`src/ccf_pkg.sv`:
```
// Constants, types and helpers of the condition code flag unit.
// Assumes one core clock domain and AHB-Lite register access.
//
// Functional notes
// - Add and add-with-carry set bit 4 on carry out of bit 3, else clear.
// - ALU and data operations copy result bit 7 into bit 2.
// - ALU and data operations set bit 1 on zero result, else clear.
// - Bit 0 is carry/borrow; hardware and software may change it.
// - Set/reset-carry force bit 0; bit test, shift, rotate update it.
// - Priority bits 5,3: 10=L0, 01=L1, 00=L2, 11=L3 with interrupts off.
// - Interrupt entry loads both priority bits from its priority config.
// - Enable, disable, return, halt, wait and pop alter priority bits; push does not.
// - Eight-bit register, read and written whole, pushed and popped.
// - Relative branches test one flag, in set and clear pairs.
// - Halt forces the priority bits to binary 10, enabling interrupts.
// - Interrupt entry pushes the register; return pops it back.
`default_nettype none
package ccf_pkg;

   localparam int unsigned BIT_C = 0;
   localparam int unsigned BIT_Z = 1;
   localparam int unsigned BIT_N = 2;
   localparam int unsigned BIT_I0 = 3;
   localparam int unsigned BIT_H = 4;
   localparam int unsigned BIT_I1 = 5;
   localparam logic [7:0] FLAGS_UNUSED_ONES = 8'hc0;
   localparam logic [7:0] FLAGS_RESET = 8'he8;

   localparam logic [1:0] PRIO_LEVEL0 = 2'b10;
   localparam logic [1:0] PRIO_LEVEL1 = 2'b01;
   localparam logic [1:0] PRIO_LEVEL2 = 2'b00;
   localparam logic [1:0] PRIO_LEVEL3 = 2'b11;

   localparam logic [31:0] OFS_FLAGS = 32'h0000_0000;
   localparam logic [31:0] OFS_STATUS = 32'h0000_0004;
   localparam int unsigned STS_BRANCH = 8;
   localparam int unsigned STS_HALTED = 9;
   localparam int unsigned STS_WAITING = 10;

   typedef enum logic [4:0] {
      OP_NONE = 5'h00, OP_ADD = 5'h01, OP_ADC = 5'h02, OP_SUB = 5'h03,
      OP_SBC = 5'h04, OP_AND = 5'h05, OP_OR = 5'h06, OP_XOR = 5'h07,
      OP_LOAD = 5'h08, OP_SHL = 5'h09, OP_SHR = 5'h0a, OP_RLC = 5'h0b,
      OP_RRC = 5'h0c, OP_BTJ = 5'h0d, OP_SCF = 5'h0e, OP_RCF = 5'h0f,
      OP_RIM = 5'h10, OP_SIM = 5'h11, OP_HALT = 5'h12, OP_WFI = 5'h13,
      OP_PUSH = 5'h14, OP_POP = 5'h15, OP_IRQ_RETURN_INSTR = 5'h16, OP_IRQ = 5'h17,
      OP_BRANCH = 5'h18
   } ccf_op_e;

   typedef enum logic [1:0] {
      SEL_H = 2'b00,
      SEL_N = 2'b01,
      SEL_Z = 2'b10,
      SEL_C = 2'b11
   } ccf_sel_e;

   // Places a priority code {high, low} into bits 5 and 3
   function automatic logic [7:0] set_prio(input logic [7:0] flags,
                                           input logic [1:0] code);
      logic [7:0] v;
      v = flags;
      v[BIT_I1] = code[1];
      v[BIT_I0] = code[0];
      return v;
   endfunction : set_prio

   // Whole-byte load keeps the unused bits at one
   function automatic logic [7:0] load_flags(input logic [7:0] value);
      return value | FLAGS_UNUSED_ONES;
   endfunction : load_flags

endpackage : ccf_pkg
`default_nettype wire

```
`src/ccf_ifs.sv`:
```
// Interfaces between the flag unit core, its bus slave and branch test.
// Assumes all parties run on the same core clock.
`timescale 1ns/1ps
`default_nettype none

interface ccf_reg_if;
   logic wrFlags;
   logic [7:0] wrData;
   logic [7:0] flagsNext;
   logic [31:0] statusNext;
   modport slave (output wrFlags, output wrData,
                  input flagsNext, input statusNext);
   modport core (input wrFlags, input wrData,
                 output flagsNext, output statusNext);
endinterface : ccf_reg_if

interface ccf_br_if;
   logic [7:0] flags;
   logic [1:0] sel;
   logic ifSet;
   logic taken;
   modport eval (input flags, input sel, input ifSet, output taken);
   modport user (output flags, output sel, output ifSet, input taken);
endinterface : ccf_br_if

`default_nettype wire

```
`src/ccf_flag_unit.sv`:
```
// Condition code flag unit: flags, priority bits, stack and branch test.
// Assumes the core presents one operation per cycle with opValid high.
//
// Decided for this implementation: the register offsets and the AHB-Lite slave port.
`timescale 1ns/1ps
`default_nettype none

module ccf_flag_unit
   import ccf_pkg::*;
(
   input wire logic clk,
   input wire logic arst_n,
   input wire logic hsel,
   input wire logic [31:0] haddr,
   input wire logic [1:0] htrans,
   input wire logic hwrite,
   input wire logic [2:0] hsize,
   input wire logic [31:0] hwdata,
   input wire logic hready,
   output logic [31:0] hrdata,
   output logic hreadyout,
   output logic hresp,
   input wire logic opValid,
   input wire logic [4:0] opCode,
   input wire logic [7:0] operandA,
   input wire logic [7:0] operandB,
   input wire logic [1:0] irqPriority,
   input wire logic [7:0] popData,
   input wire logic [1:0] branchSel,
   input wire logic branchIfSet,
   output logic [7:0] flagsOut,
   output logic [7:0] resultOut,
   output logic resultValid,
   output logic [7:0] pushData,
   output logic pushValid,
   output logic branchTaken,
   output logic branchValid,
   output logic haltedOut,
   output logic waitingOut
);

   typedef struct packed {
      logic [7:0] flags;
      logic [7:0] result;
      logic resultValid;
      logic [7:0] pushData;
      logic pushValid;
      logic branchTaken;
      logic branchValid;
      logic halted;
      logic waiting;
   } ccf_core_s;

   ccf_core_s st_reg;
   ccf_core_s st_next;
   logic [8:0] sumWide;
   logic [4:0] nibble;
   logic [7:0] res;
   logic carryIn;
   logic resultOp;
   ccf_op_e op;

   ccf_reg_if regIf ();
   ccf_br_if brIf ();

   ////////////////////////////////////////////////////////////////////////
   // Register bus slave
   ccf_ahb_slave u_ahb (
      .clk(clk),
      .arst_n(arst_n),
      .hsel(hsel),
      .haddr(haddr),
      .htrans(htrans),
      .hwrite(hwrite),
      .hsize(hsize),
      .hwdata(hwdata),
      .hready(hready),
      .hrdata(hrdata),
      .hreadyout(hreadyout),
      .hresp(hresp),
      .regs(regIf)
   );

   ////////////////////////////////////////////////////////////////////////
   // Branch condition test
   ccf_branch_eval u_branch (
      .br(brIf)
   );

   assign brIf.flags = st_reg.flags;
   assign brIf.sel = branchSel;
   assign brIf.ifSet = branchIfSet;
   assign op = ccf_op_e'(opCode);

   ////////////////////////////////////////////////////////////////////////
   // ALU flag computation
   always_comb
   begin
      sumWide = 9'h000;
      nibble = 5'h00;
      res = 8'h00;
      resultOp = 1'b0;
      carryIn = 1'b0;
      if (op == OP_ADC || op == OP_SBC)
      begin
         carryIn = st_reg.flags[BIT_C];
      end
      unique case (op)
         OP_ADD, OP_ADC:
         begin
            sumWide = {1'b0, operandA} + {1'b0, operandB} + {8'h00, carryIn};
            nibble = {1'b0, operandA[3:0]} + {1'b0, operandB[3:0]} +
                     {4'h0, carryIn};
            res = sumWide[7:0];
            resultOp = 1'b1;
         end
         OP_SUB, OP_SBC:
         begin
            sumWide = {1'b0, operandA} - {1'b0, operandB} - {8'h00, carryIn};
            res = sumWide[7:0];
            resultOp = 1'b1;
         end
         OP_AND:
         begin
            res = operandA & operandB;
            resultOp = 1'b1;
         end
         OP_OR:
         begin
            res = operandA | operandB;
            resultOp = 1'b1;
         end
         OP_XOR:
         begin
            res = operandA ^ operandB;
            resultOp = 1'b1;
         end
         OP_LOAD:
         begin
            res = operandB;
            resultOp = 1'b1;
         end
         OP_SHL:
         begin
            res = {operandA[6:0], 1'b0};
            resultOp = 1'b1;
         end
         OP_SHR:
         begin
            res = {1'b0, operandA[7:1]};
            resultOp = 1'b1;
         end
         OP_RLC:
         begin
            res = {operandA[6:0], st_reg.flags[BIT_C]};
            resultOp = 1'b1;
         end
         OP_RRC:
         begin
            res = {st_reg.flags[BIT_C], operandA[7:1]};
            resultOp = 1'b1;
         end
         default:
         begin
            res = 8'h00;
         end
      endcase
   end

   ////////////////////////////////////////////////////////////////////////
   // Next state of flags, stack and status
   always_comb
   begin
      st_next = st_reg;
      st_next.resultValid = 1'b0;
      st_next.pushValid = 1'b0;
      st_next.branchValid = 1'b0;
      if (opValid)
      begin
         if (resultOp)
         begin
            st_next.result = res;
            st_next.resultValid = 1'b1;
            st_next.flags[BIT_N] = res[7];
            st_next.flags[BIT_Z] = (res == 8'h00);
         end
         unique case (op)
            OP_ADD, OP_ADC:
            begin
               st_next.flags[BIT_H] = nibble[4];
               st_next.flags[BIT_C] = sumWide[8];
            end
            OP_SUB, OP_SBC:
            begin
               st_next.flags[BIT_C] = sumWide[8];
            end
            OP_SHL, OP_RLC:
            begin
               st_next.flags[BIT_C] = operandA[7];
            end
            OP_SHR, OP_RRC:
            begin
               st_next.flags[BIT_C] = operandA[0];
            end
            OP_BTJ:
            begin
               st_next.flags[BIT_C] = operandA[operandB[2:0]];
            end
            OP_SCF:
            begin
               st_next.flags[BIT_C] = 1'b1;
            end
            OP_RCF:
            begin
               st_next.flags[BIT_C] = 1'b0;
            end
            OP_RIM:
            begin
               st_next.flags = set_prio(st_reg.flags,
                                        PRIO_LEVEL0);
            end
            OP_SIM:
            begin
               st_next.flags = set_prio(st_reg.flags,
                                        PRIO_LEVEL3);
            end
            OP_HALT:
            begin
               st_next.flags = set_prio(st_reg.flags,
                                        PRIO_LEVEL0);
               st_next.halted = 1'b1;
            end
            OP_WFI:
            begin
               st_next.flags = set_prio(st_reg.flags,
                                        PRIO_LEVEL0);
               st_next.waiting = 1'b1;
            end
            OP_PUSH:
            begin
               st_next.pushData = st_reg.flags;
               st_next.pushValid = 1'b1;
            end
            OP_POP:
            begin
               st_next.flags = load_flags(popData);
            end
            OP_IRQ_RETURN_INSTR:
            begin
               st_next.flags = load_flags(popData);
            end
            OP_IRQ:
            begin
               st_next.pushData = st_reg.flags;
               st_next.pushValid = 1'b1;
               st_next.flags = set_prio(st_reg.flags,
                                        irqPriority);
               st_next.halted = 1'b0;
               st_next.waiting = 1'b0;
            end
            OP_BRANCH:
            begin
               st_next.branchTaken = brIf.taken;
               st_next.branchValid = 1'b1;
            end
            default:
            begin
               st_next.branchValid = 1'b0;
            end
         endcase
      end
      else if (regIf.wrFlags)
      begin
         st_next.flags = load_flags(regIf.wrData);
      end
      st_next.flags = load_flags(st_next.flags);
   end

   always_ff @(posedge clk or negedge arst_n)
   begin
      if (!arst_n)
      begin
         st_reg <= '{flags: FLAGS_RESET, result: 8'h00, resultValid: 1'b0,
                     pushData: 8'h00, pushValid: 1'b0, branchTaken: 1'b0,
                     branchValid: 1'b0, halted: 1'b0,
                     waiting: 1'b0};
      end
      else
      begin
         st_reg <= st_next;
      end
   end

   ////////////////////////////////////////////////////////////////////////
   // Register views for the bus
   always_comb
   begin
      regIf.flagsNext = st_next.flags;
      regIf.statusNext = 32'h0000_0000;
      regIf.statusNext[7:0] = st_next.result;
      regIf.statusNext[STS_BRANCH] = st_next.branchTaken;
      regIf.statusNext[STS_HALTED] = st_next.halted;
      regIf.statusNext[STS_WAITING] = st_next.waiting;
   end

   ////////////////////////////////////////////////////////////////////////
   // Outputs
   assign flagsOut = st_reg.flags;
   assign resultOut = st_reg.result;
   assign resultValid = st_reg.resultValid;
   assign pushData = st_reg.pushData;
   assign pushValid = st_reg.pushValid;
   assign branchTaken = st_reg.branchTaken;
   assign branchValid = st_reg.branchValid;
   assign haltedOut = st_reg.halted;
   assign waitingOut = st_reg.waiting;

endmodule : ccf_flag_unit
`default_nettype wire

```
`src/ccf_branch_eval.sv`:
```
// Branch condition test of the flag unit.
// Assumes flags and selector are stable within the cycle.
`timescale 1ns/1ps
`default_nettype none

module ccf_branch_eval
   import ccf_pkg::*;
(
   ccf_br_if.eval br
);

   logic flagBit;

   ////////////////////////////////////////////////////////////////////////
   // Flag select and sense compare
   always_comb
   begin
      unique case (ccf_sel_e'(br.sel))
         SEL_H: flagBit = br.flags[BIT_H];
         SEL_N: flagBit = br.flags[BIT_N];
         SEL_Z: flagBit = br.flags[BIT_Z];
         SEL_C: flagBit = br.flags[BIT_C];
      endcase
   end

   assign br.taken = (flagBit == br.ifSet);

endmodule : ccf_branch_eval
`default_nettype wire

```
`src/ccf_ahb_slave.sv`:
```
// AHB-Lite slave for the flag unit registers, zero wait states.
// Assumes single word transfers; response is always OKAY.
`timescale 1ns/1ps
`default_nettype none

module ccf_ahb_slave
   import ccf_pkg::*;
(
   input wire logic clk,
   input wire logic arst_n,
   input wire logic hsel,
   input wire logic [31:0] haddr,
   input wire logic [1:0] htrans,
   input wire logic hwrite,
   input wire logic [2:0] hsize,
   input wire logic [31:0] hwdata,
   input wire logic hready,
   output logic [31:0] hrdata,
   output logic hreadyout,
   output logic hresp,
   ccf_reg_if.slave regs
);

   typedef struct packed {
      logic wrPending;
      logic wrFlagsSel;
      logic [31:0] rdata;
      logic readyOut;
      logic respErr;
   } ccf_ahb_s;

   ccf_ahb_s r_reg;
   ccf_ahb_s r_next;
   logic accept;
   logic unusedSize;

   function automatic logic is_flags_addr(input logic [31:0] addr);
      return addr == OFS_FLAGS;
   endfunction : is_flags_addr

   ////////////////////////////////////////////////////////////////////////
   // Address phase capture, read data from next register values
   always_comb
   begin
      r_next = r_reg;
      accept = hsel & htrans[1] & hready;
      unusedSize = ^hsize;
      r_next.wrPending = 1'b0;
      r_next.wrFlagsSel = 1'b0;
      r_next.readyOut = 1'b1;
      r_next.respErr = 1'b0;
      if (accept)
      begin
         r_next.wrPending = hwrite;
         r_next.wrFlagsSel = is_flags_addr(haddr);
         r_next.rdata = 32'h0000_0000;
         if (!hwrite && is_flags_addr(haddr))
         begin
            r_next.rdata = {24'h00_0000, regs.flagsNext};
         end
         else if (!hwrite && haddr == OFS_STATUS)
         begin
            r_next.rdata = regs.statusNext;
         end
      end
   end

   always_ff @(posedge clk or negedge arst_n)
   begin
      if (!arst_n)
      begin
         r_reg <= '{wrPending: 1'b0, wrFlagsSel: 1'b0, rdata: 32'h0000_0000,
                    readyOut: 1'b1, respErr: 1'b0};
      end
      else
      begin
         r_reg <= r_next;
      end
   end

   ////////////////////////////////////////////////////////////////////////
   // Data phase write strobe
   assign regs.wrFlags = r_reg.wrPending & r_reg.wrFlagsSel;
   assign regs.wrData = hwdata[7:0];
   assign hrdata = r_reg.rdata;
   assign hreadyout = r_reg.readyOut;
   assign hresp = r_reg.respErr;

endmodule : ccf_ahb_slave
`default_nettype wire

```
`config.mk`:
```
export PLATFORM = sky130hd
export DESIGN_NAME = ccf_flag_unit
export DESIGN_NICKNAME = d
export VERILOG_FILES = /design/src/ccf_pkg.sv /design/src/ccf_ifs.sv /design/src/ccf_flag_unit.sv /design/src/ccf_branch_eval.sv /design/src/ccf_ahb_slave.sv
export SDC_FILE = /design/constraint.sdc
export NUM_CORES = 1
export LEC_CHECK = 0
export ABC_AREA = 1
export BUFFER_PORTS_ARGS = -buffer_cell sky130_fd_sc_hd__clkbuf_2
export CAP_MARGIN = 40
export CORE_MARGIN = 2
export CORE_UTILIZATION = 53
export DETAILED_ROUTE_END_ITERATION = 6
export GPL_TIMING_DRIVEN = 0
export PLACE_DENSITY = 0.87
export RECOVER_POWER = 100
export SYNTH_ARGS = -nofsm -noshare
export SYNTH_HDL_FRONTEND = slang
export SYNTH_SLANG_ARGS = --single-unit
export TNS_END_PERCENT = 1
```
`constraint.sdc`:
```
create_clock -name clk -period 3.75 [get_ports clk]
set_clock_uncertainty 0.05 [all_clocks]
set_input_delay 0.375 -clock clk [delete_from_list [all_inputs] [get_ports clk]]
set_output_delay 0.375 -clock clk [all_outputs]
set_load 0.02 [all_outputs]
```
==> Word-level counts from Yosys, hierarchy flattened <==
Index checks and enable logic that the tools add are counted.
{ "totals": {"elab_cells": 96, "ram_bits": 0, "output_inout_bits": 64, "inputBits": 109, "mem_bits_ro": 0, "mem_count": 0, "latch_bits": 0, "reg_bits": 61} }
{ "op_classes": {"n_eq_ne": 29, "bitwise": 6, "shift": 0, "n_div": 0, "multipliers": 0, "n_lt_le_gt_ge": 1, "add_sub_neg": 6, "mux": 24, "n_reduce_logical": 18} }
{ "op_table": {"columns": ["operator", "n"], "rows": [
  ["$pmux 8 s10", 1],
  ["$eq 5x5->1 const B", 9],
  ["$eq 5x4->1 const B", 8],
  ["$mux 34", 1],
  ["$eq 32x3->1 const B", 1],
  ["$logic_not 32->1", 1],
  ["$mux 32", 1],
  ["$mux 9", 3],
  ["$mux 22", 1],
  ["$eq 5x3->1 const B", 4],
  ["$mux 6", 2],
  ["$pmux 3 s4", 1],
  ["$reduce_or 12->1", 1],
  ["$reduce_or 2->1", 6],
  ["$mux 11", 1],
  ["$eq 5x2->1 const B", 2],
  ["$add 8x8->9", 1],
  ["$add 9x1->9", 1],
  ["$sub 8x8->9", 1],
  ["$sub 9x1->9", 1],
  ["$and 8x8->8", 1],
  ["$logic_not 8->1", 1],
  ["$or 8x8->8", 1],
  ["$reduce_or 4->1", 2],
  ["22 further kinds", 32]
]} }

==> Longest topological paths before layout <==
Gate-level depths: netlist of the first run.
{ "logic_depth": {"depth_word": 11, "mapped_depth": 26, "mapped_depth_nobuf": 26} }

==> By module <==
Synthesis of the first run repeated with hierarchy kept, for this count alone.
{ "hier_totals": {"cells_unflattened": 758, "area_unflattened_um2": 5046.1} }
{ "modules_own_cells": {"columns": ["module", "area_per_inst_um2", "seq_area_each_um2", "n_inst", "cells_each"], "rows": [
  ["ccf_flag_unit", 3046.7, 678.2, 1, 487],
  ["ccf_ahb_slave", 1941.9, 850.8, 1, 258],
  ["ccf_branch_eval", 57.6, 0.0, 1, 13]
]} }

==> Worst setup path after synthesis of the first run <==
OpenSTA, ideal clock, no wires.
{ "synth_path": {"kind": "input-to-reg", "from": "input opCode[0]", "to": "register u_ahb.r_reg, in the netlist u_ahb.hrdata[1]", "slack_ps": 740, "cell_stages": 22, "arrival_ps": 2883, "path_buffers": 1, "required_time_ps": 3623, "setup_time_ps": 77, "cell_sequence": "buf_6 > nor2_2 > nand3_1 > o21ai_0 > nand2_1 > fa_1 > fa_1 > nand3_1 > nand3_1 > nand3_1 > nand2_1 > inv_1 > nand3_1 > nor2_1 > nand3_1 > nand2_1 > nand2_1 > nand2_1 > nand2_1 > nand2_2 > nand2_1 > a21oi_1"} }
{ "synth_via": {"elab_chain_cells": 10, "elab_cells_between_ends": 38, "cone_classes": "add/sub: 2; eq/ne: 19; mux: 10; reduce/logical: 7"} }
{ "synth_rtl": {"columns": ["element", "line_no", "rtl"], "rows": [
  ["start: declaration", "ccf_flag_unit.sv:24", "input wire logic [4:0] opCode,"],
  ["$eq 5x2->1 or $eq 5x3->1 (tied branches)", "ccf_flag_unit.sv:104, ccf_flag_unit.sv:108", null],
  ["$logic_or 1x1->1", "ccf_flag_unit.sv:104", "if (op == OP_ADC || op == OP_SBC)"],
  ["$mux 1", "ccf_flag_unit.sv:104", null],
  ["$sub 9x1->9 or $add 9x1->9 (tied branches)", "ccf_flag_unit.sv:119, ccf_flag_unit.sv:111", null],
  ["$pmux 8 s10", "ccf_flag_unit.sv:108", "unique case (op)"],
  ["$logic_not 8->1", "ccf_flag_unit.sv:185", "st_next.flags[BIT_Z] = (res == 8'h00);"],
  ["$mux 2", "ccf_flag_unit.sv:180", "if (resultOp)"],
  ["$pmux 3 s4 *", "ccf_flag_unit.sv:187", "unique case (op)"],
  ["$mux 6 *", "ccf_flag_unit.sv:178", "if (opValid)"],
  ["via regIf.flagsNext[1]", "ccf_ifs.sv:9", "logic [7:0] flagsNext;"],
  ["$mux 32 *", "ccf_ahb_slave.sv:57", "if (!hwrite && is_flags_addr(haddr))"],
  ["end signal: assignment", "ccf_ahb_slave.sv:72", "r_reg <= '{wrPending: 1'b0, wrFlagsSel: 1'b0, rdata: 32'h0000_0000,"],
  ["end signal: assignment", "ccf_ahb_slave.sv:77", "r_reg <= r_next;"],
  ["end: declaration", "ccf_ahb_slave.sv:32", "ccf_ahb_s r_reg;"]
]} }
Mark *: on every way through the listed nets, which the timed path passes. The rest lies on a longest branch.
A chain may end at the register's enable or synchronous reset.

==> Final worst setup path of the first run <==
{ "layout_path": {"from": "input opCode[1]", "to": "register u_ahb.r_reg, in the netlist u_ahb.hrdata[0]"} }
{ "layout_via": {"elab_cells_between_ends": 37, "cone_classes": "add/sub: 2; eq/ne: 17; mux: 10; reduce/logical: 8"} }
{ "layout_lines": {"columns": ["element", "line_no"], "rows": [
  ["$eq 5x2->1 or $eq 5x3->1 (tied branches)", "ccf_flag_unit.sv:104, ccf_flag_unit.sv:108, ccf_flag_unit.sv:187"],
  ["$logic_or 1x1->1", "ccf_flag_unit.sv:104"],
  ["$mux 1", "ccf_flag_unit.sv:104"],
  ["$add 9x1->9 or $sub 9x1->9 (tied branches)", "ccf_flag_unit.sv:111, ccf_flag_unit.sv:119"],
  ["$mux 9", null],
  ["$pmux 1 s7 *", "ccf_flag_unit.sv:187"],
  ["$mux 6 *", "ccf_flag_unit.sv:178"],
  ["via regIf.flagsNext[0]", "ccf_ifs.sv:9"],
  ["$mux 32 *", "ccf_ahb_slave.sv:57"]
]} }
Marked as above.

==> metrics.md, run 1 <==
| Metric | Value |
|---|---|
| Result of the run | completed |
| Share of synthesized cell area in and, or, nand and nor gates | 34.63% |
| Die outline width | 91.85 um |
| Fraction of final layout cells sized beyond drive strength 1 | 21.13% |
| FILL cells | 747 |
| Setup repair after global routing missed its margin | false |
| Number of primary I/O pins | 173 |
| Worst Max-Slew Pin Slew | 1.414 ns |
| CTS tree | built |
| Dominant combinational cell family by area after synthesis | simple AND/OR/NAND/NOR gates |
| Die footprint | 0.008436 mm2 |
| Starting DRC count in detailed routing | 385 |
| Number of flip-flops under the largest register name | 11 |
| Post-Place Cells | 852 |
| # port buffers | 113 |
| RD Place Congestion | 0.9721 |
| Data required time of the critical path | 3.91 ns |
| Portion of the post-synthesis area used by sequential elements | 24.53% |
| Power per cell area | 326.8 mW/mm2 |
| Xor/xnor cell area share of the yosys netlist | 0.8565% |
| Antenna cell count | 0 |
| Placed wire-length estimate | 10.62 mm |
| Worst slack after detailed placement | -0.09735 ns |
| Arrival time reported for the critical path endpoint | 3.54 ns |
| Leakage | 2.707 nW |
| Placement row count | 32 |
| Worst setup path class | in -> reg |
| Number of enable-type register cells in the synthesized netlist | 0 |
| Largest driver fanout on the critical path | 6 |
| Class of the worst hold path | in -> reg |
| Antenna-violating nets left | 0 |
| Clock transition at the registers of the reported paths | 0.08 ns |
| Fraction of the mapped netlist area in compound gates | 12.39% |
| Antenna violations before repair | 0 |
| Primary FF master, synth | sky130_fd_sc_hd__dfrtp_1 |
| Global-route wire length before repair | 20.44 mm |
| Count of final max-slew check failures | 0 |
| Number of buffers added by the clock tree synthesis step | 5 |
| Smallest setup slack after layout | 0.3725 ns |
| Height of the die | 91.85 um |
| Total power after layout | 1.625 mW |
| Length of the first detailed-routing pass in iterations | 5 |
| Synthesized instance count | 612 |
| Synthesis warning total | 0 |
| Total DRC errors in the routed layout | 0 |
| Multiplexer fraction of the synthesized cell area | 0% |
| Total number of nets in the final design | 904 |
| Startpoint type of the worst setup path | input port |
| CTS sink cnt | 40 |
| Pin count of the biggest net entering global routing | 28 |
| Vias in the first global route | 4162 |
| Async S/R FF share, synth | 100.0% |
| Average wire length per cell after detail routing | 15.09 um |
| Number of max-cap violations | 0 |
| Register bit count reported by yosys | 40 |
| Post-synthesis share of cell area spent on full adders, half adders and majority gates | 11.13% |
| Grt total ovfl | 0 |
| Max Fclk | 0.2961 GHz |
| Area Overhead vs Synth | 21.60% |
| Final-report setup violation count | 0 |
| Vias | 4625 |
| Number of failing hold endpoints at the final stage | 0 |
| Final critical path time including I/O delays and setup | 3.378 ns |
| Core footprint | 0.007607 mm2 |
| Distinct cell type count after synthesis | 43 |
| Largest voltage drop on the vdd net | 234.6 uV |
| Global router's overall resource usage | 30.55% |
| Final WL | 13.04 mm |
| Initial core utilization | 53.77% |
| Max clock buf depth | 2 |
| Worst-case register-to-register setup slack | 0.60 ns |
| Fin cells | 864 |
| Clock insertion delay at the later pin of the skew report | 0.31 ns |
| Final period util | 90.07% |
| Kind of end point of the critical path | flip-flop |
| CTS Root Buffer Type | sky130_fd_sc_hd__clkbuf_8 |
| H-tree level count | 2 |
| Via-to-Cell Ratio | 5.353 |
| Netlist area before placement | 0.004090 mm2 |
| Syn_area_per_cell | 6.683 um2 |
| Slew headroom | 5.766% |
[layer usage]
layer	vias to the layer above	routed length (um)	GRT usage [%]
li1	2237	-	-
met1	2163	5770	43.70
met2	201	6060	49.14
met3	24	967	3.698
met4	0	238	7.960
met5	-	0	0
[cells in the mapped netlist (4+ instances only)]
cell type | instances | area, um2
sky130_fd_sc_hd__fa_1 | 4 | 80.08
sky130_fd_sc_hd__buf_4 | 39 | 292.8
sky130_fd_sc_hd__a21oi_1 | 24 | 120.1
sky130_fd_sc_hd__nor2_1 | 43 | 161.4
sky130_fd_sc_hd__ha_1 | 30 | 375.4
sky130_fd_sc_hd__nand2_2 | 10 | 62.56
sky130_fd_sc_hd__o21ai_1 | 7 | 35.03
sky130_fd_sc_hd__nor2_2 | 8 | 50.05
sky130_fd_sc_hd__nand3_1 | 54 | 270.3
sky130_fd_sc_hd__nand4_1 | 11 | 68.82
sky130_fd_sc_hd__o21ai_0 | 39 | 195.2
sky130_fd_sc_hd__inv_1 | 80 | 300.3
sky130_fd_sc_hd__nand3b_1 | 7 | 52.55
sky130_fd_sc_hd__nand2_1 | 147 | 551.8
sky130_fd_sc_hd__nor4_1 | 9 | 56.30
sky130_fd_sc_hd__or2_2 | 6 | 37.54
sky130_fd_sc_hd__nor3_1 | 9 | 45.04
sky130_fd_sc_hd__dfrtp_1 | 38 | 950.9
sky130_fd_sc_hd__a2bb2oi_1 | 4 | 35.03
sky130_fd_sc_hd__inv_2 | 7 | 26.28
[worst max-delay path, stage by stage]
cell and delay, ns:
sky130_fd_sc_hd__clkbuf_2 0.17, sky130_fd_sc_hd__inv_2 0.07, sky130_fd_sc_hd__nor2_4 0.19, sky130_fd_sc_hd__nand2_1 0.10, sky130_fd_sc_hd__o21ai_1 0.13, sky130_fd_sc_hd__nand2_1 0.14, sky130_fd_sc_hd__fa_1 0.45, sky130_fd_sc_hd__fa_1 0.46
sky130_fd_sc_hd__nand3_1 0.14, sky130_fd_sc_hd__nand3_1 0.07, sky130_fd_sc_hd__nand2_1 0.08, sky130_fd_sc_hd__nand2_1 0.06, sky130_fd_sc_hd__a21oi_1 0.27, sky130_fd_sc_hd__nor2_1 0.09, sky130_fd_sc_hd__o21ai_0 0.27, sky130_fd_sc_hd__nand2_1 0.09
sky130_fd_sc_hd__nand3_1 0.08, sky130_fd_sc_hd__nand2_1 0.08, sky130_fd_sc_hd__nand2_1 0.07, sky130_fd_sc_hd__nand2_1 0.05, sky130_fd_sc_hd__nand2_1 0.05, sky130_fd_sc_hd__nand2_1 0.05
[stage by stage]
step / setup TNS (ns) / cell area (um2) / hold slack (ns) / utilization [%]
after detailed placement: -0.1513 / 4895 / 0.2518 / 64.34
after global placement: -0.1228 / 4870 / 0.4148 / 64.01
final: 0 / 4974 / 0.2870 / 65.38
after global routing: 0 / 4974 / 0.2976 / 65.38
after floorplan: 0 / 4177 / 0.02941 / -
after CTS: 0 / 5020 / 0.2942 / 65.99
[cells by family after synthesis]
| family | Yosys count |
|---|---|
| AO/OA/AOI/OAI | 89 |
| adder cells (fa/ha/maj) | 34 |
| XOR/XNOR | 4 |
| flip-flops | 40 |
| buffers and inverters | 133 |
| other | 2 |
| AND/OR/NAND/NOR | 310 |
[placed cells by master (no fill, tap or decap), types with 3 or more instances in the layout]
cell type | synthesis | routed
sky130_fd_sc_hd__nand3b_1 | 7 | 7
sky130_fd_sc_hd__inv_2 | 7 | 5
sky130_fd_sc_hd__clkbuf_8 | 0 | 5
sky130_fd_sc_hd__xnor2_1 | 3 | 3
sky130_fd_sc_hd__conb_1 | 2 | 25
sky130_fd_sc_hd__nor2_2 | 8 | 4
sky130_fd_sc_hd__clkbuf_1 | 2 | 45
sky130_fd_sc_hd__ha_1 | 30 | 30
sky130_fd_sc_hd__dfrtp_1 | 38 | 38
sky130_fd_sc_hd__clkbuf_2 | 0 | 72
sky130_fd_sc_hd__inv_1 | 80 | 82
sky130_fd_sc_hd__fa_1 | 4 | 4
sky130_fd_sc_hd__nand4_1 | 11 | 11
sky130_fd_sc_hd__a21oi_1 | 24 | 24
sky130_fd_sc_hd__nand3_1 | 54 | 53
sky130_fd_sc_hd__o21a_1 | 3 | 3
sky130_fd_sc_hd__nor4_1 | 9 | 9
sky130_fd_sc_hd__o21ai_0 | 39 | 41
sky130_fd_sc_hd__buf_4 | 39 | 41
sky130_fd_sc_hd__nand2_1 | 147 | 149
sky130_fd_sc_hd__nor3_1 | 9 | 9
sky130_fd_sc_hd__a22oi_1 | 3 | 3
sky130_fd_sc_hd__o21ai_1 | 7 | 6
sky130_fd_sc_hd__nor2_1 | 43 | 44
sky130_fd_sc_hd__nor2_4 | 2 | 5
sky130_fd_sc_hd__nand2_2 | 10 | 8
sky130_fd_sc_hd__or2_2 | 6 | 6
sky130_fd_sc_hd__buf_2 | 2 | 3
sky130_fd_sc_hd__a2bb2oi_1 | 4 | 4
[worst paths after layout]
kind,cells past startpoint,endpoint,start
setup / recovery,22,u_ahb.hrdata[0],opCode[1]
hold reg to reg,2,u_ahb.hrdata[0],u_ahb.hrdata[0]
setup reg to reg,17,u_ahb.hrdata[0],flagsOut[0]
min in group asynchronous,2,branchValid,arst_n
hold / removal,3,u_ahb.r_reg[35],hwrite
max in group asynchronous,3,resultValid,arst_n
[area by class of cell]
| type | instances | area (um2) | area share, % |
|---|---|---|---|
| sequential | 40 | 1003 | 20.18 |
| inverter | 88 | 332.8 | 6.692 |
| buffer | 45 | 332.8 | 6.692 |
| tap | 102 | 127.6 | 2.566 |
| clock buffer | 5 | 68.82 | 1.384 |
| clock inverter | 3 | 46.29 | 0.9308 |
| multi-input combinational | 462 | 2510 | 50.47 |
| timing repair buffer | 119 | 551.8 | 11.09 |
[timing repair]
action                                 CTS  global route
endpoints found under the hold margin   12             0
setup endpoints to repair                0             2
resized for setup                        0             5
hold buffers                             1             0
buffers inserted                         0             3
[power by group]
part | internal (mW) | total [mW] | leakage [nW] | switching [mW]
Clock | 0.201 | 0.375 | 0.0548 | 0.175
Combinational | 0.237 | 0.692 | 2.14 | 0.455
Sequential | 0.506 | 0.557 | 0.508 | 0.0515
Total | 0.944 | 1.63 | 2.71 | 0.682
(Power assumes the default switching activity.)
==> run 2: changes to the inputs <==
--- a/config.mk
+++ b/config.mk
@@ -14,6 +14,7 @@
 export GPL_TIMING_DRIVEN = 0
 export PLACE_DENSITY = 0.87
 export RECOVER_POWER = 100
+export SLEW_MARGIN = 20
 export SYNTH_ARGS = -nofsm -noshare
 export SYNTH_HDL_FRONTEND = slang
 export SYNTH_SLANG_ARGS = --single-unit
==> constraint.sdc (replaced) <==
create_clock -name clk -period 3.75 [get_ports clk]
set_clock_uncertainty 0.05 [all_clocks]
set_input_delay 0.1875 -clock clk [delete_from_list [all_inputs] [get_ports clk]]
set_output_delay 0.1875 -clock clk [all_outputs]
set_load 0.02 [all_outputs]
==> run 2 against run 1 <==
Power down 0.12%. Fmax grew 1.2%. Die area unchanged. Critical path depth grew 5. Global-route usage unchanged. Critical endpoint is now u_ahb.hrdata[1]. Sequential share of layout area increased by 0.12 points. Count of clock-buffer cells in the layout unchanged. Highest routed layer unchanged. Critical path type unchanged. Setup slack better by 0.041 ns. Utilization decreased by 0.38 points.
==> metrics.md, run 2 (same netlist as run 1, synthesis figures left out) <==
| Metric | Value |
|---|---|
| Result of the run | completed |
| Global-route wire length before repair | 20.44 mm |
| Final WL | 13.01 mm |
| Count of final max-slew check failures | 0 |
| Global router's overall resource usage | 30.55% |
| Worst Max-Slew Pin Slew | 1.404 ns |
| Kind of end point of the critical path | flip-flop |
| Die outline width | 91.85 um |
| Slew headroom | 6.388% |
| Total power after layout | 1.623 mW |
| H-tree level count | 2 |
| Worst setup path class | in -> reg |
| Grt total ovfl | 0 |
| Number of flip-flops under the largest register name | 11 |
| Vias | 4612 |
| Commonest non-fill, non-tap cell in the layout | sky130_fd_sc_hd__nand2_1 |
| Number of primary I/O pins | 173 |
| Average wire length per cell after detail routing | 15.11 um |
| # port buffers | 113 |
| Class of the worst hold path | in -> reg |
| Final period util | 88.98% |
| CTS sink cnt | 40 |
| Antenna cell count | 0 |
| Antenna violations before repair | 0 |
| Fraction of final layout cells sized beyond drive strength 1 | 20.69% |
| Total Negative Setup Slacks | 0 ns |
| Critical Path Max Stage Delay | 0.43 ns |
| Commonest cells after routing, fill and taps aside | sky130_fd_sc_hd__nand2_1 (149), sky130_fd_sc_hd__inv_1 (83), sky130_fd_sc_hd__clkbuf_2 (72) |
| Total DRC errors in the routed layout | 0 |
| Total number of nets in the final design | 901 |
| Length of the first detailed-routing pass in iterations | 5 |
| Post-route cell area | 0.004945 mm2 |
| Core footprint | 0.007607 mm2 |
| Post-CTS Setup Bufs | 0 |
| Arrival time reported for the critical path endpoint | 3.53 ns |
| Vias in the first global route | 4162 |
| CTS tree | built |
| Max clock buf depth | 2 |
| Data required time of the critical path | 3.94 ns |
| CTS Root Buffer Type | sky130_fd_sc_hd__clkbuf_8 |
| Largest voltage drop on the vdd net | 234.6 uV |
| Largest driver fanout on the critical path | 10 |
| Placement row count | 32 |
| Final-report setup violation count | 0 |
| Max Fclk | 0.2997 GHz |
| Height of the die | 91.85 um |
| RD Place Congestion | 0.9721 |
| WP buf/inv | 5 |
| Pin count of the biggest net entering global routing | 28 |
| Die footprint | 0.008436 mm2 |
| Core occupancy in the finished layout | 65.00% |
| Storage cell area | 0.001003 mm2 |
| Area occupied by multi-input gates | 0.002500 mm2 |
| Most numerous cell on the critical path | sky130_fd_sc_hd__nand2_1 |
| Placed wire-length estimate | 10.62 mm |
| Leakage | 2.690 nW |
| Number of max-cap violations | 0 |
| Antenna-violating nets left | 0 |
| Cell family with the largest share of critical-path delay | simple AND/OR/NAND/NOR gates |
| Final critical path time including I/O delays and setup | 3.337 ns |
| Number of buffers added by the clock tree synthesis step | 5 |
| Clock transition at the registers of the reported paths | 0.09 ns |
| Initial core utilization | 53.77% |
| Area Overhead vs Synth | 20.89% |
| Slowest CP cell | sky130_fd_sc_hd__fa_1 |
| Clock insertion delay at the later pin of the skew report | 0.31 ns |
| Power per cell area | 328.3 mW/mm2 |
| Via-to-Cell Ratio | 5.357 |
| FILL cells | 754 |
| Area post-placement | 0.004895 mm2 |
| Starting DRC count in detailed routing | 387 |
| Startpoint type of the worst setup path | input port |
| Number of failing hold endpoints at the final stage | 0 |
| Setup repair after global routing missed its margin | false |
==> run 2: path summary, 6_finish.rpt <==
check	start	to	slack [ns]	cells after the start
setup / recovery	opCode[0]	u_ahb.hrdata[1]	0.41	27
hold / removal	hwrite	u_ahb.r_reg[35]	0.1	3
setup reg to reg	flagsOut[0]	u_ahb.hrdata[1]	0.55	22
hold reg to reg	pushData[2]	pushData[2]	0.44	2
max in group asynchronous	arst_n	resultValid	1.53	3
min in group asynchronous	arst_n	branchValid	0.38	2
==> run 2: power breakdown <==
group / switching [mW] / internal, mW
sequential: 0.0515 / 0.506
clock: 0.175 / 0.201
combinational: 0.455 / 0.235
total: 0.681 / 0.942
==> run 2: layer usage <==
metal / wire [um] / track usage, % / vias up
met5: 0 / 0 / -
met4: 227 / 7.960 / 0
met3: 995 / 3.698 / 22
met2: 6003 / 49.14 / 211
met1: 5780 / 43.70 / 2150
li1: - / - / 2229
==> run 2: stage by stage <==
stage	setup slack, ns	hold WS (ns)	instances
after global placement	0.09717	0.3251	850
after global routing	0.04785	0.1101	861
after CTS	0.3962	0.1067	861
final	0.4132	0.09705	861
after detailed placement	0.09015	0.06431	852
after floorplan	0.9276	-0.1581	635
==> run 2: worst min-delay path, stage by stage <==
cell,delay [ns]
sky130_fd_sc_hd__clkbuf_2,0.11
sky130_fd_sc_hd__inv_1,0.08
sky130_fd_sc_hd__nor2_1,0.05
==> run 2: final cells by class <==
cell class	count	area share, %
timing repair buffer	116	10.78
inverter	88	6.731
clock buffer	5	1.392
multi-input combinational	462	50.56
clock inverter	3	0.9362
tap	102	2.581
sequential	40	20.29
buffer	45	6.731
==> run 2: timing repair <==
item	CTS	global route
endpoints found under the hold margin	12	0
setup endpoints to repair	0	1
hold buffers	1	0
gates resized for setup	0	2
